File: config.mk
export PLATFORM = sky130hd
export DESIGN_NAME = trmsq_top
export DESIGN_NICKNAME = d
export VERILOG_FILES = /design/src/trmsq_pkg.sv /design/src/trmsq_top.sv /design/src/trmsq_timer.sv
export VERILOG_INCLUDE_DIRS = /design/src
export SDC_FILE = /design/constraint.sdc
export NUM_CORES = 1
export LEC_CHECK = 0
export ABC_CLOCK_PERIOD_IN_PS = 10020
export BUFFER_PORTS_ARGS = -buffer_cell sky130_fd_sc_hd__buf_2
export CAP_MARGIN = 20
export CORE_MARGIN = 8
export CORE_UTILIZATION = 55
export DETAILED_ROUTE_END_ITERATION = 16
export PLACE_DENSITY = 0.82
export SLEW_MARGIN = 0
export SYNTH_ARGS = -nofsm -noshare
export SYNTH_HDL_FRONTEND = slang
export SYNTH_SLANG_ARGS = --single-unit
File: constraint.sdc
create_clock -name clk_i -period 10.02 [get_ports clk_i]
set_input_delay 0.501 -clock clk_i [delete_from_list [all_inputs] [get_ports clk_i]]
set_output_delay 0.501 -clock clk_i [all_outputs]
set_load 0.05 [all_outputs]
File: src/trmsq_defines.svh
`ifndef TRMSQ_DEFINES_SVH
`define TRMSQ_DEFINES_SVH

// ----------------------------------------
// Clock rate and measurement times
// ----------------------------------------
`define TRMSQ_CLK_KHZ    50000
`define TRMSQ_READ_MS    500
`define TRMSQ_SAMPLE_MS  3500
`define TRMSQ_HOLD_MS    2500

// ----------------------------------------
// APB byte offsets
// ----------------------------------------
`define TRMSQ_CTRL_ADDR  12'h000
`define TRMSQ_STAT_ADDR  12'h004
`define TRMSQ_RES_ADDR   12'h008

// ----------------------------------------
// Control register fields
// ----------------------------------------
`define TRMSQ_C_AC       0
`define TRMSQ_C_DC       1
`define TRMSQ_C_ACI      2
`define TRMSQ_C_DCI      3
`define TRMSQ_C_MAN      4
`define TRMSQ_C_RNG      7:5
`define TRMSQ_C_FILT     8

// ----------------------------------------
// Status register fields
// ----------------------------------------
`define TRMSQ_S_REF      0
`define TRMSQ_S_MODE     2:1
`define TRMSQ_S_PHASE    5:3
`define TRMSQ_S_RNG      8:6

// ----------------------------------------
// Ranges: index 0 is 100 mV, index 7 is 500 V
// ----------------------------------------
`define TRMSQ_RNG_MIN    3'h0
`define TRMSQ_RNG_MAX    3'h7
`define TRMSQ_RNG_STEP   3'h1

// Correction drift limit, one part in a hundred
`define TRMSQ_PCT_SCALE  7'h64

`endif

File: src/trmsq_pkg.sv
package trmsq_pkg;

  // Measurement mode, held in two bits
  typedef enum logic [1:0]
  {
    mode_fast  = 2'b00,
    mode_faste = 2'b01,
    mode_prec  = 2'b10
  } trmsq_mode_type;

  // Converter cycle phase
  typedef enum logic [2:0]
  {
    ph_off   = 3'b000,
    ph_fast  = 3'b001,
    ph_samp  = 3'b010,
    ph_hold  = 3'b011,
    ph_track = 3'b100
  } trmsq_phase_type;

  // Message shown on the display
  typedef enum logic [2:0]
  {
    disp_blank                 = 3'b000,
    disp_read                  = 3'b001,
    disp_range                 = 3'b010,
    disp_faste_banner          = 3'b011,
    disp_precision_mode_banner = 3'b100
  } trmsq_disp_type;

endpackage

File: src/trmsq_top.sv
// Operation
// - Selecting the ac-plus-dc function enters fast mode.
// - Mode key steps fast, fast enhanced, high accuracy, then fast again.
// - Function selection starts autoranging unless manual ranging is chosen.
// - Mode stepping leaves the present range untouched.
// - Eight ranges from 500 V down to 100 mV.
// - Each autoranged range is shown on the display as it is chosen, unless a mode banner is up.
// - Fast mode shows a reading within half a second.
// - Fast mode: ac and dc lamps lit, no sign, sample lamp twice a second.
// - Fast enhanced banner stays while the reference measurement runs.
// - First corrected reading within half a second, then every half second.
// - Fast enhanced readings carry a plus sign.
// - High accuracy banner during the first six-second measurement.
// - High accuracy reading appears at cycle end, then every six seconds.
// - High accuracy: sample lamp toggles per six-second cycle, no sign.
// - Current functions are refused.
// - First reading measured while the sample/hold tracks the sensor output.
// - First reading is doubled and kept.
// - After the first reading the held sample feeds the sensor.
// - Result is the doubled value minus the second reading.
// - Range drives attenuator and ranging amplifier.
// - High accuracy repeats 3.5 s sample then 2.5 s hold.
// - Fast enhanced re-references on range, filter or one-percent drift.
//
// The register offsets and the APB register port are this design's own decisions.
`timescale 1ns/10ps
`include "trmsq_defines.svh"

module trmsq_top
#(
  parameter int DW         = 16,
  parameter int READ_CYC   = `TRMSQ_READ_MS * `TRMSQ_CLK_KHZ,
  parameter int SAMPLE_CYC = `TRMSQ_SAMPLE_MS * `TRMSQ_CLK_KHZ,
  parameter int HOLD_CYC   = `TRMSQ_HOLD_MS * `TRMSQ_CLK_KHZ
)
(
  input  wire logic                      clk_i,
  input  wire logic                      nrst_i,
  input  wire logic                      psel_i,
  input  wire logic                      penable_i,
  input  wire logic                      pwrite_i,
  input  wire logic [11:0]               paddr_i,
  input  wire logic [31:0]               pwdata_i,
  output logic      [31:0]               prdata_o,
  output logic                           pready_o,
  output logic                           pslverr_o,
  input  wire logic                      mode_key_i,
  input  wire logic [DW-1:0]             adc_data_i,
  input  wire logic                      adc_over_i,
  input  wire logic                      adc_under_i,
  output logic      [2:0]                range_o,
  output logic                           hold_o,
  output logic                           sh_feed_o,
  output trmsq_pkg::trmsq_disp_type      disp_msg_o,
  output logic      [DW-1:0]             disp_value_o,
  output logic                           disp_plus_o,
  output logic                           sample_ind_o,
  output logic                           ac_volts_function_o,
  output logic                           dc_volts_function_o
);

  import trmsq_pkg::*;

  localparam int TW = 28;

  logic                 ac_sel;
  logic                 dc_sel;
  logic                 manual;
  logic                 filter;
  logic                 refused;
  logic [2:0]           man_range;
  trmsq_mode_type       mode;
  trmsq_mode_type       next_mode;
  trmsq_phase_type      phase;
  trmsq_phase_type      next_phase;
  logic                 key_q;
  logic                 func_q;
  logic                 filt_q;
  logic [DW:0]          y1x2;
  logic [DW-1:0]        ref_y1;
  logic signed [DW+1:0] corr;
  logic                 func_on;
  logic                 func_rise;
  logic                 key_press;
  logic                 tmr_done;
  logic                 meas_done;
  logic                 auto_up;
  logic                 auto_dn;
  logic                 range_chg;
  logic                 filt_chg;
  logic                 reref;
  logic                 ld;
  logic [TW-1:0]        ld_val;
  logic [DW-1:0]        result;
  logic [DW-1:0]        tracked;
  logic                 apb_first;
  logic                 apb_wr;
  logic [31:0]          rd_data;
  logic                 rd_hit;

  // ----------------------------------------
  // Helpers
  // ----------------------------------------
  // Clamp a signed sum into the display range
  function automatic logic [DW-1:0] trmsq_sat(input logic signed [DW+1:0] v);
    if (v < 0)
      trmsq_sat = '0;
    else if (v > $signed({2'b00, {DW{1'b1}}}))
      trmsq_sat = {DW{1'b1}};
    else
      trmsq_sat = v[DW-1:0];
  endfunction

  // True when a reading strays one percent or more from the reference
  function automatic logic trmsq_off_lim(input logic [DW-1:0] r, input logic [DW-1:0] ref_v);
    logic [DW-1:0] d;
    logic [DW+6:0] p;
    d = (r >= ref_v) ? r - ref_v : ref_v - r;
    p = {7'h00, d} * (DW+7)'(`TRMSQ_PCT_SCALE);
    trmsq_off_lim = (p >= {7'h00, ref_v});
  endfunction

  // Period to load for each phase
  function automatic logic [TW-1:0] trmsq_cyc(input trmsq_phase_type p);
    case (p)
      ph_samp: trmsq_cyc = TW'(SAMPLE_CYC);
      ph_hold: trmsq_cyc = TW'(HOLD_CYC);
      default: trmsq_cyc = TW'(READ_CYC);
    endcase
  endfunction

  // ----------------------------------------
  // Event decode
  // ----------------------------------------
  // The function is the ac and dc selections made together
  assign func_on   = ac_sel & dc_sel;
  assign func_rise = func_on & ~func_q;
  assign key_press = func_on & mode_key_i & ~key_q;
  assign meas_done = func_on & tmr_done & (phase != ph_off);
  assign auto_up   = meas_done & ~manual & ~key_press & adc_over_i & (range_o != `TRMSQ_RNG_MAX);
  assign auto_dn   = meas_done & ~manual & ~key_press & adc_under_i & (range_o != `TRMSQ_RNG_MIN);
  assign range_chg = auto_up | auto_dn | (func_on & manual & (man_range != range_o));
  assign filt_chg  = func_on & (filter != filt_q);
  assign reref     = meas_done & (phase == ph_track) & trmsq_off_lim(adc_data_i, ref_y1);

  // Transfer result: twice the first reading less the second
  assign result  = trmsq_sat($signed({1'b0, y1x2}) - $signed({2'b00, adc_data_i}));
  // Fast reading shifted by the stored correction
  assign tracked = trmsq_sat($signed({2'b00, adc_data_i}) + corr);

  // ----------------------------------------
  // APB slave
  // ----------------------------------------
  // One wait state so that read data comes from a flip-flop
  assign apb_first = psel_i & penable_i & ~pready_o;
  assign apb_wr    = psel_i & penable_i & pready_o & pwrite_i;

  // Read decode
  always_comb
  begin
    rd_data = 32'h0;
    rd_hit  = 1'b1;
    if (paddr_i == `TRMSQ_CTRL_ADDR)
    begin
      rd_data[`TRMSQ_C_AC]   = ac_sel;
      rd_data[`TRMSQ_C_DC]   = dc_sel;
      rd_data[`TRMSQ_C_MAN]  = manual;
      rd_data[`TRMSQ_C_RNG]  = man_range;
      rd_data[`TRMSQ_C_FILT] = filter;
    end
    else if (paddr_i == `TRMSQ_STAT_ADDR)
    begin
      rd_data[`TRMSQ_S_REF]   = refused;
      rd_data[`TRMSQ_S_MODE]  = mode;
      rd_data[`TRMSQ_S_PHASE] = phase;
      rd_data[`TRMSQ_S_RNG]   = range_o;
    end
    else if (paddr_i == `TRMSQ_RES_ADDR)
      rd_data[DW-1:0] = disp_value_o;
    else
      rd_hit = 1'b0;
  end

  // Handshake and registered read data
  always_ff @(posedge clk_i or negedge nrst_i)
  begin
    if (!nrst_i)
    begin
      pready_o  <= 1'b0;
      prdata_o  <= 32'h0;
      pslverr_o <= 1'b0;
    end
    else
    begin
      pready_o  <= apb_first;
      pslverr_o <= apb_first & ~rd_hit;
      if (apb_first)
        prdata_o <= rd_data;
    end
  end

  // Control register; current functions never reach the fields
  always_ff @(posedge clk_i or negedge nrst_i)
  begin
    if (!nrst_i)
    begin
      ac_sel    <= 1'b0;
      dc_sel    <= 1'b0;
      manual    <= 1'b0;
      man_range <= `TRMSQ_RNG_MAX;
      filter    <= 1'b0;
      refused   <= 1'b0;
    end
    else
    begin
      if (apb_wr && paddr_i == `TRMSQ_STAT_ADDR && pwdata_i[`TRMSQ_S_REF])
        refused <= 1'b0;
      if (apb_wr && paddr_i == `TRMSQ_CTRL_ADDR)
      begin
        if (pwdata_i[`TRMSQ_C_ACI] || pwdata_i[`TRMSQ_C_DCI])
          refused <= 1'b1;
        else
        begin
          ac_sel    <= pwdata_i[`TRMSQ_C_AC];
          dc_sel    <= pwdata_i[`TRMSQ_C_DC];
          manual    <= pwdata_i[`TRMSQ_C_MAN];
          man_range <= pwdata_i[`TRMSQ_C_RNG];
          filter    <= pwdata_i[`TRMSQ_C_FILT];
        end
      end
    end
  end

  // ----------------------------------------
  // Mode sequencing
  // ----------------------------------------
  // Edge memories for key, function and filter
  always_ff @(posedge clk_i or negedge nrst_i)
  begin
    if (!nrst_i)
    begin
      key_q  <= 1'b0;
      func_q <= 1'b0;
      filt_q <= 1'b0;
    end
    else
    begin
      key_q  <= mode_key_i;
      func_q <= func_on;
      filt_q <= filter;
    end
  end

  // Mode cycle; the spare code falls back to fast
  always_comb
  begin
    case (mode)
      mode_fast:  next_mode = mode_faste;
      mode_faste: next_mode = mode_prec;
      default:    next_mode = mode_fast;
    endcase
  end

  // Mode register
  always_ff @(posedge clk_i or negedge nrst_i)
  begin
    if (!nrst_i)
      mode <= mode_fast;
    else if (func_rise)
      mode <= mode_fast;
    else if (key_press)
      mode <= next_mode;
    else if (!(mode inside {mode_fast, mode_faste, mode_prec}))
      mode <= mode_fast;
  end

  // ----------------------------------------
  // Ranging
  // ----------------------------------------
  // Autorange steps one range per reading; a mode key press never
  // touches the range
  always_ff @(posedge clk_i or negedge nrst_i)
  begin
    if (!nrst_i)
      range_o <= `TRMSQ_RNG_MAX;
    else if (func_rise && !manual)
      range_o <= `TRMSQ_RNG_MAX;
    else if (func_on && manual)
      range_o <= man_range;
    else if (auto_up)
      range_o <= range_o + `TRMSQ_RNG_STEP;
    else if (auto_dn)
      range_o <= range_o - `TRMSQ_RNG_STEP;
  end

  // ----------------------------------------
  // Converter phase control
  // ----------------------------------------
  // Any disturbance restarts the measurement so no reading mixes ranges
  always_comb
  begin
    next_phase = phase;
    ld         = 1'b0;
    if (!func_on)
      next_phase = ph_off;
    else if (func_rise || (key_press && next_mode == mode_fast))
    begin
      next_phase = ph_fast;
      ld         = 1'b1;
    end
    else if (key_press)
    begin
      next_phase = ph_samp;
      ld         = 1'b1;
    end
    else if (range_chg || filt_chg || reref)
    begin
      next_phase = (mode == mode_fast) ? ph_fast : ph_samp;
      ld         = 1'b1;
    end
    else if (meas_done)
    begin
      ld = 1'b1;
      case (phase)
        ph_samp: next_phase = ph_hold;
        ph_hold: next_phase = (mode == mode_prec) ? ph_samp : ph_track;
        default: next_phase = phase;
      endcase
    end
    ld_val = trmsq_cyc(next_phase);
  end

  trmsq_timer
  #(
    .W (TW)
  )
  u_timer
  (
    .clk_i   (clk_i),
    .nrst_i  (nrst_i),
    .load_i  (ld),
    .count_i (ld_val),
    .done_o  (tmr_done)
  );

  // Phase, switch network and stored readings
  always_ff @(posedge clk_i or negedge nrst_i)
  begin
    if (!nrst_i)
    begin
      phase     <= ph_off;
      hold_o    <= 1'b0;
      sh_feed_o <= 1'b0;
      y1x2      <= '0;
      ref_y1    <= '0;
      corr      <= '0;
    end
    else
    begin
      phase     <= next_phase;
      // Hold while the held sample drives the sensor
      hold_o    <= (next_phase == ph_hold);
      sh_feed_o <= (next_phase == ph_hold);
      if (meas_done && phase == ph_samp && !range_chg)
      begin
        y1x2   <= {adc_data_i, 1'b0};
        ref_y1 <= adc_data_i;
      end
      if (meas_done && phase == ph_hold && !range_chg)
        corr <= $signed({2'b00, result}) - $signed({2'b00, ref_y1});
    end
  end

  // ----------------------------------------
  // Display and lamps
  // ----------------------------------------
  // Banners outrank range codes until the first reading replaces them
  always_ff @(posedge clk_i or negedge nrst_i)
  begin
    if (!nrst_i)
    begin
      disp_msg_o          <= disp_blank;
      disp_value_o        <= '0;
      disp_plus_o         <= 1'b0;
      sample_ind_o        <= 1'b0;
      ac_volts_function_o <= 1'b0;
      dc_volts_function_o <= 1'b0;
    end
    else
    begin
      ac_volts_function_o <= ac_sel;
      dc_volts_function_o <= dc_sel;
      if (!func_on)
      begin
        disp_msg_o  <= disp_blank;
        disp_plus_o <= 1'b0;
      end
      else if (func_rise)
        disp_msg_o <= disp_blank;
      else if (key_press)
      begin
        disp_plus_o <= 1'b0;
        case (next_mode)
          mode_faste: disp_msg_o <= disp_faste_banner;
          mode_prec:  disp_msg_o <= disp_precision_mode_banner;
          default:    disp_msg_o <= disp_read;
        endcase
      end
      else if (range_chg)
      begin
        if (disp_msg_o != disp_faste_banner && disp_msg_o != disp_precision_mode_banner)
          disp_msg_o <= disp_range;
      end
      else if (meas_done)
      begin
        case (phase)
          ph_fast:
          begin
            disp_value_o <= adc_data_i;
            disp_msg_o   <= disp_read;
            disp_plus_o  <= 1'b0;
            sample_ind_o <= ~sample_ind_o;
          end
          ph_hold:
          begin
            if (mode == mode_prec)
            begin
              disp_value_o <= result;
              disp_msg_o   <= disp_read;
              disp_plus_o  <= 1'b0;
              sample_ind_o <= ~sample_ind_o;
            end
          end
          ph_track:
          begin
            if (!reref)
            begin
              disp_value_o <= tracked;
              disp_msg_o   <= disp_read;
              disp_plus_o  <= 1'b1;
              sample_ind_o <= ~sample_ind_o;
            end
          end
          default:
          begin
            disp_plus_o <= disp_plus_o;
          end
        endcase
      end
    end
  end

endmodule

File: src/trmsq_timer.sv
`timescale 1ns/10ps

module trmsq_timer
#(
  parameter int W = 28
)
(
  input  wire logic         clk_i,
  input  wire logic         nrst_i,
  input  wire logic         load_i,
  input  wire logic [W-1:0] count_i,
  output logic              done_o
);

  logic [W-1:0] cnt;
  logic         run;

  // ----------------------------------------
  // Down counter, one done pulse per load
  // ----------------------------------------
  // A new load restarts the count, so a range change mid-phase never
  // lets a stale period finish
  always_ff @(posedge clk_i or negedge nrst_i)
  begin
    if (!nrst_i)
    begin
      cnt    <= '0;
      run    <= 1'b0;
      done_o <= 1'b0;
    end
    else if (load_i)
    begin
      cnt    <= count_i;
      run    <= 1'b1;
      done_o <= 1'b0;
    end
    else
    begin
      done_o <= run && (cnt == W'(1));
      if (run)
      begin
        cnt <= cnt - W'(1);
        run <= (cnt != W'(1));
      end
    end
  end

endmodule

=== After elaboration in Yosys (flattened, before gate mapping) ===
Index checks and enable logic that the tools add are counted.

* Input port bits: 68
* Register bits: 125
* Word-level logic and storage cells: 209

* Reductions and logical operators: 31
* Multiply operators: 1
* Mux-type cells: 69
* Add/subtract/negate cells: 8
* $lt $le $gt $ge: 6
* Eq/ne operators: 33
* Bitwise gates (word level): 34

{| class="wikitable"
|+ Operators by type and width
! cell !! count
|-
| $mux 16 || 8
|-
| $mux 28 || 2
|-
| $pmux 28 s2 || 1
|-
| $mux 3 || 18
|-
| $pmux 16 s3 || 1
|-
| $gt 18x17->1 const B || 2
|-
| $lt 18x1->1 const B || 2
|-
| $sub 16x16->16 || 2
|-
| $eq 28x1->1 const B || 1
|-
| $ne 28x1->1 const B || 1
|-
| $sub 28x1->28 const B || 1
|-
| $ge 23x16->1 || 1
|-
| $mux 1 || 23
|-
| $and 1x1->1 || 22
|-
| $mul 16x5->21 const B || 1
|-
| $add 17x18->18 || 1
|-
| $sub 17x16->18 || 1
|-
| $sub 16x16->17 || 1
|-
| $ge 16x16->1 || 1
|-
| $mux 7 || 2
|-
| $eq 12x3->1 const B || 1
|-
| $eq 12x4->1 const B || 1
|-
| $eq 3x2->1 const B || 4
|-
| $logic_and 1x1->1 || 12
|-
| other kinds (37) || 72
|}

=== Logic depth before layout (Yosys ltp) ===
* Word-level depth: 18
* Gate-level depth with buffers: 39

=== Hierarchy ===
From an unflattened synthesis, not the netlist that was laid out.

* Cell total of the unflattened synthesis: 1490
* Area total of the unflattened synthesis: 12244.2 um^2

{| class="wikitable"
|+ By module, submodules not included
! module !! area an instance (um^2) !! sequential area each (um^2) !! cells an instance !! times used
|-
| trmsq_top || 10465.0 || 2359.8 || 1299 || 1
|-
| trmsq_timer || 1779.2 || 750.7 || 191 || 1
|}

=== Worst setup path after synthesis ===
Ideal clock, no wire load.

* Path kind: input to register
* From: in adc_data_i[0]
* To: reg disp_value_o[10]
* Path slack: 2.409 ns
* Buffers on the path: 3
* Arrival time: 7.486 ns
* Required time: 9.895 ns
* Cell stages on the path: 36
* Path through: inv_1 -> ha_1 -> inv_1 -> fa_1 -> a21o_1 -> a21o_1 -> o21bai_1 -> a21oi_1 -> o31ai_1 -> nor2b_1 -> buf_2 -> mux2i_1 -> o21ai_0 -> xnor2_1 -> inv_1 -> ha_1 -> ha_1 -> inv_1 -> fa_1 -> inv_1 -> ha_1 -> nand3_1 -> or4_4 -> nand2_1 -> nor2_1 -> xnor2_1 -> ha_1 -> nor2b_1 -> a311o_1 -> nor4_2 -> nand4_1 -> a21o_1 -> or3_1 -> buf_6 -> buf_12 -> mux2_4

* Word-level cells in the longest chain between the ends: 7

{| class="wikitable"
|+ Ends and longest elaborated chain
! element !! line !! RTL
|-
| start: declaration || trmsq_top.sv:48 || <nowiki>input wire logic [DW-1:0] adc_data_i,</nowiki>
|-
| $sub 16x16->16 / $ge 16x16->1 (equally long branches) || trmsq_top.sv:118 || <nowiki>d = (r >= ref_v) ? r - ref_v : ref_v - r;</nowiki>
|-
| $mux 16 || trmsq_top.sv:118 ||
|-
| $mul 16x5->21 || trmsq_top.sv:119 || <nowiki>p = {7'h00, d} * (DW+7)'(`TRMSQ_PCT_SCALE);</nowiki>
|-
| $ge 23x16->1 || trmsq_top.sv:120 || <nowiki>trmsq_off_lim = (p >= {7'h00, ref_v});</nowiki>
|-
| $and 1x1->1 || trmsq_top.sv:144 || <nowiki>assign reref = meas_done & (phase == ph_track) & trmsq_off_lim(adc_data_i, ref_y1);</nowiki>
|-
| $ne 2x2->1 (no source line) || n/a ||
|-
| $reduce_and 8->1 (no source line) || n/a ||
|-
| end signal: assignment || trmsq_top.sv:419 || <nowiki>disp_value_o <= adc_data_i;</nowiki>
|-
| end signal: assignment || trmsq_top.sv:428 || <nowiki>disp_value_o <= result;</nowiki>
|-
| end signal: assignment || trmsq_top.sv:438 || <nowiki>disp_value_o <= tracked;</nowiki>
|-
| end: declaration || trmsq_top.sv:55 || <nowiki>output logic [DW-1:0] disp_value_o,</nowiki>
|}

Several ways; a longest one is shown, not always the timed one. The select of a mux whose other input is x is not followed.
A chain may end at the register's enable or synchronous reset.

=== Worst setup path in the final report ===
* From: reg ref_y1[1]
* To: reg disp_value_o[7]

* Word-level cells in the longest chain between the ends: 7

{| class="wikitable"
|+ Ends and longest elaborated chain
! element !! line !! RTL
|-
| start: declaration || trmsq_top.sv:80 || <nowiki>logic [DW-1:0] ref_y1;</nowiki>
|-
| start signal: assignment || trmsq_top.sv:367 || <nowiki>ref_y1 <= adc_data_i;</nowiki>
|-
| $sub 16x16->16 / $ge 16x16->1 (equally long branches) || trmsq_top.sv:118 ||
|-
| $mux 16 || trmsq_top.sv:118 ||
|-
| $mul 16x5->21 || trmsq_top.sv:119 ||
|-
| $ge 23x16->1 || trmsq_top.sv:120 ||
|-
| $and 1x1->1 || trmsq_top.sv:144 ||
|-
| $ne 2x2->1 (no source line) || n/a ||
|-
| $reduce_and 8->1 (no source line) || n/a ||
|}

Several ways; a longest one is shown, not always the timed one. The select of a mux whose other input is x is not followed.

==> results.md <==
- Clock share of power: 0.313
- H-Tree Depth: 4
- Fin worst setup slack: 0.672 ns
- Mapped Avg Cell Area: 8.43 sq um
- Sw frac: 0.369
- Die Y: 162 um
- Slew Viols, Final: 0
- Post-Place Cells: 1721
- DR vias/cell: 5.90
- Final min period: 9.35 ns
- Setup repair bufs after CTS: 0
- Worst r2r path cells: 32
- GR Overflow Total: 0
- Highest metal used: met4
- Finished Layout Cells: 1754
- Largest net degree at the start of global routing: 66
- Measured slew at the worst slew-check pin: 1.01 ns
- RSZ-0062 raised after global routing: no
- Period utilisation layout: 0.933
- Status: complete, no violations
- Vias after detailed routing: 10.4k
- Clk sinks: 124
- Sequential group share of total power: 0.247
- Cell taking the most area after synthesis: dfrtp_1
- Synth unique cells: 79
- Worst path max stage delay: 0.73 ns
- Min-Delay Path Class: input port to asynchronous set/reset pin
- Hold buffers post-CTS: 0
- Number of global-route vias before repair: 10.2k
- Number of synthesized flops with an enable pin: 0
- Initial antenna violation count: 0
- # diodes: 0
- R2r endpoint: disp_value_o[7]
- Flop-to-flop setup slack: 0.67 ns
- Psw: 751 uW
- Dpl ws: 0.569 ns
- Post-synth top area share: 0.252
- Num rows: 53
- WL met2: 14800 um
- Tot GR Track Use: 0.233
- CP required: 10.33 ns
- Setup TNS Final: 0 ns
- Worst vdd ir: 106 uV
- Worst clock skew: 0.0126 ns
- Power share of the combinational group: 0.439
- Clk_lat worst skew: 0.43 ns
- TritonRoute pass-1 iters: 5
- Ys async rst share: 1.00
- Final setup viols: 0
- P_leak: 6.35 nW
- M1 wire length: 13300 um
- Crit path kind: register to register
- Core footprint: 0.0210 sq mm
- Layout cell share with drive strength beyond 1: 0.126
- Post-synthesis register bit count: 124
- Primary FF master, synth: dfrtp_1
- Cells after Synth: 1389
- Pint: 1.28 mW
- # port buffers: 90
- Post-route DRC: 0
- Power density over the cells: 157 mW/mm^2
- WL per Instance: 17.4 um
- Die X: 162 um
- First-pass GRT wire length: 50500 um
- Clock Tree Buf Depth: 2
- F_max: 107 MHz
- DP Wirelength: 23400 um
- Endpoints failing hold: 0
- Crit path launch type: register
- GPL Wtd Cong: 0.933
- Cell Area, Synth: 0.0117 sq mm
- Power Total: 2.03 mW
- Post_cts resized: 0
- Relative slew slack: 0.326
- Top cells by area, synth: dfrtp_1, ha_1, xnor2_1
- Slowest CP cell: or3_1
- CTS root buffer: clkbuf_16
- Nets: 1695
- Initial Util: 0.558
- R2r startpoint: ref_y1[1]
- Max_cap viols: 0
- Sequential element share of the synthesized area: 0.266
- Ports: 130
- Syn-to-layout area delta: 10.5%
- Crit path DAT: 9.65 ns
- Iteration-0 DRC Markers: 834
- Post-Route WL: 30600 um
- CTS tree: yes
- Worst Setup End Kind: register
- Reg clk slew, reported paths: 0.07 ns
- Inserted Clock Buffers: 17
- Ys Warns: 0
- Die area: 0.0262 sq mm
- Met3 routed WL: 1670 um
- DRT antenna net count: 0
- CP max FO: 21
-- sequential cells by signal, indices dropped and copies added (netlist names), 2 cells and up --
signal / cells
phase: 3
range_o: 3
mode: 2
disp_msg_o: 3
prdata_o: 16
ref_y1: 16
u_timer.cnt: 28
corr: 17
man_range: 3
disp_value_o: 16
-- per-stage QoR --
step	hold WS (ns)	area [sq um]	util
2_1_floorplan	0.205	11800	-
5_1_grt	0.199	12900	0.617
4_1_cts	0.197	12900	0.617
3_3_place_gp	0.408	12300	0.588
3_5_place_dp	0.411	12300	0.588
6_report	0.179	12900	0.617
-- worst max-delay path, delay by kind of cell (launching register included) --
kind | cells | cell delay [ns]
and+or+nand+nor | 9 | 2.74
adders and majority gates | 6 | 2.20
AOI/OAI and AO/OA | 8 | 1.78
muxes | 2 | 0.82
buffers and inverters | 5 | 0.74
DFF | 1 | 0.51
xor gates and xnor gates | 2 | 0.41
-- power groups by stage --
stage,Combinational (mW),Clock (mW),Sequential [mW]
4_1_cts,0.889,0.640,0.502
5_1_grt,1.01,0.663,0.502
6_report,0.893,0.637,0.502
3_5_place_dp,0.881,0,0.511
2_1_floorplan,0.695,0,0.513
3_3_place_gp,0.846,0,0.511
-- layout make-up --
type / count / area (sq um)
Fill cell: 1757 / 8020
Multi-Input combinational cell: 1116 / 7950
Sequential cell: 124 / 3110
Timing Repair Buffer: 102 / 543
Clock buffer: 18 / 429
Inverter: 105 / 394
Tap cell: 275 / 344
Clock inverter: 14 / 169
-- worst max path at each step --
stage	startpoint	to	slack, ns	depth (start not counted)
2_1_floorplan	adc_data_i[0]	disp_value_o[10]	2.41	36
3_3_place_gp	adc_data_i[0]	disp_value_o[14]	0.76	35
3_5_place_dp	adc_data_i[0]	disp_value_o[13]	0.57	35
4_1_cts	ref_y1[1]	disp_value_o[7]	0.70	32
5_1_grt	ref_y1[1]	disp_value_o[10]	0.12	32
6_report	ref_y1[1]	disp_value_o[7]	0.67	32
-- logic make-up after synthesis --
family	Yosys count	share of synthesized area
compound gates	364	0.197
xor+xnor	101	0.0756
fa+ha+maj	161	0.183
buf+inv	164	0.0604
flops	124	0.266
mux	44	0.0435
other cells	1	0.000320
simple gates	430	0.174
-- Yosys cell counts (all sizes together) (3+ instances only) --
| cell type | number |
|---|---|
| mux2i | 16 |
| a31oi | 13 |
| o31ai | 6 |
| inv | 104 |
| or2 | 4 |
| a221o | 5 |
| or3 | 10 |
| nor3 | 24 |
| o211ai | 21 |
| xor2 | 28 |
| buf | 24 |
| or4 | 6 |
| nand2 | 142 |
| ha | 144 |
| o21a | 12 |
| nor3b | 7 |
| nor4b | 5 |
| o21ai | 106 |
| nor2 | 121 |
| a21boi | 4 |
| and2 | 6 |
| a211o | 3 |
| nand3 | 29 |
| mux2 | 28 |
| nor2b | 20 |
| o221ai | 3 |
| a211oi | 13 |
| and3 | 10 |
| nand2b | 17 |
| o221a | 3 |
| o21bai | 18 |
| nor4 | 12 |
| a21o | 38 |
| xnor2 | 73 |
| dfstp | 6 |
| dfrtp | 118 |
| nand4 | 9 |
| fa | 17 |
| clkbuf | 35 |
| and4 | 5 |
| a21oi | 95 |
-- placed cells by master (no fill, tap or decap), drive strengths merged, types with 13 or more instances in the layout --
cell	netlist	layout
a21oi	95	95
nor2b	20	20
nand2b	17	17
nor3	24	24
o211ai	21	21
a21o	38	38
o21ai	106	106
ha	144	144
mux2	28	28
nor2	121	121
mux2i	16	16
xnor2	73	73
a31oi	13	13
clkbuf	35	18
buf	24	102
nand2	142	142
nand3	29	29
conb	1	16
inv	104	107
fa	17	17
a211oi	13	13
o21bai	18	18
dfrtp	118	118
xor2	28	28
-- per-layer routing --
layer / track usage / up-vias
met5: 0 / -
met4: 0.0829 / 0
met3: 0.0395 / 64
met2: 0.393 / 327
met1: 0.294 / 4935
li1: - / 5025
No activity file was read; power rests on OpenSTA's default activity.
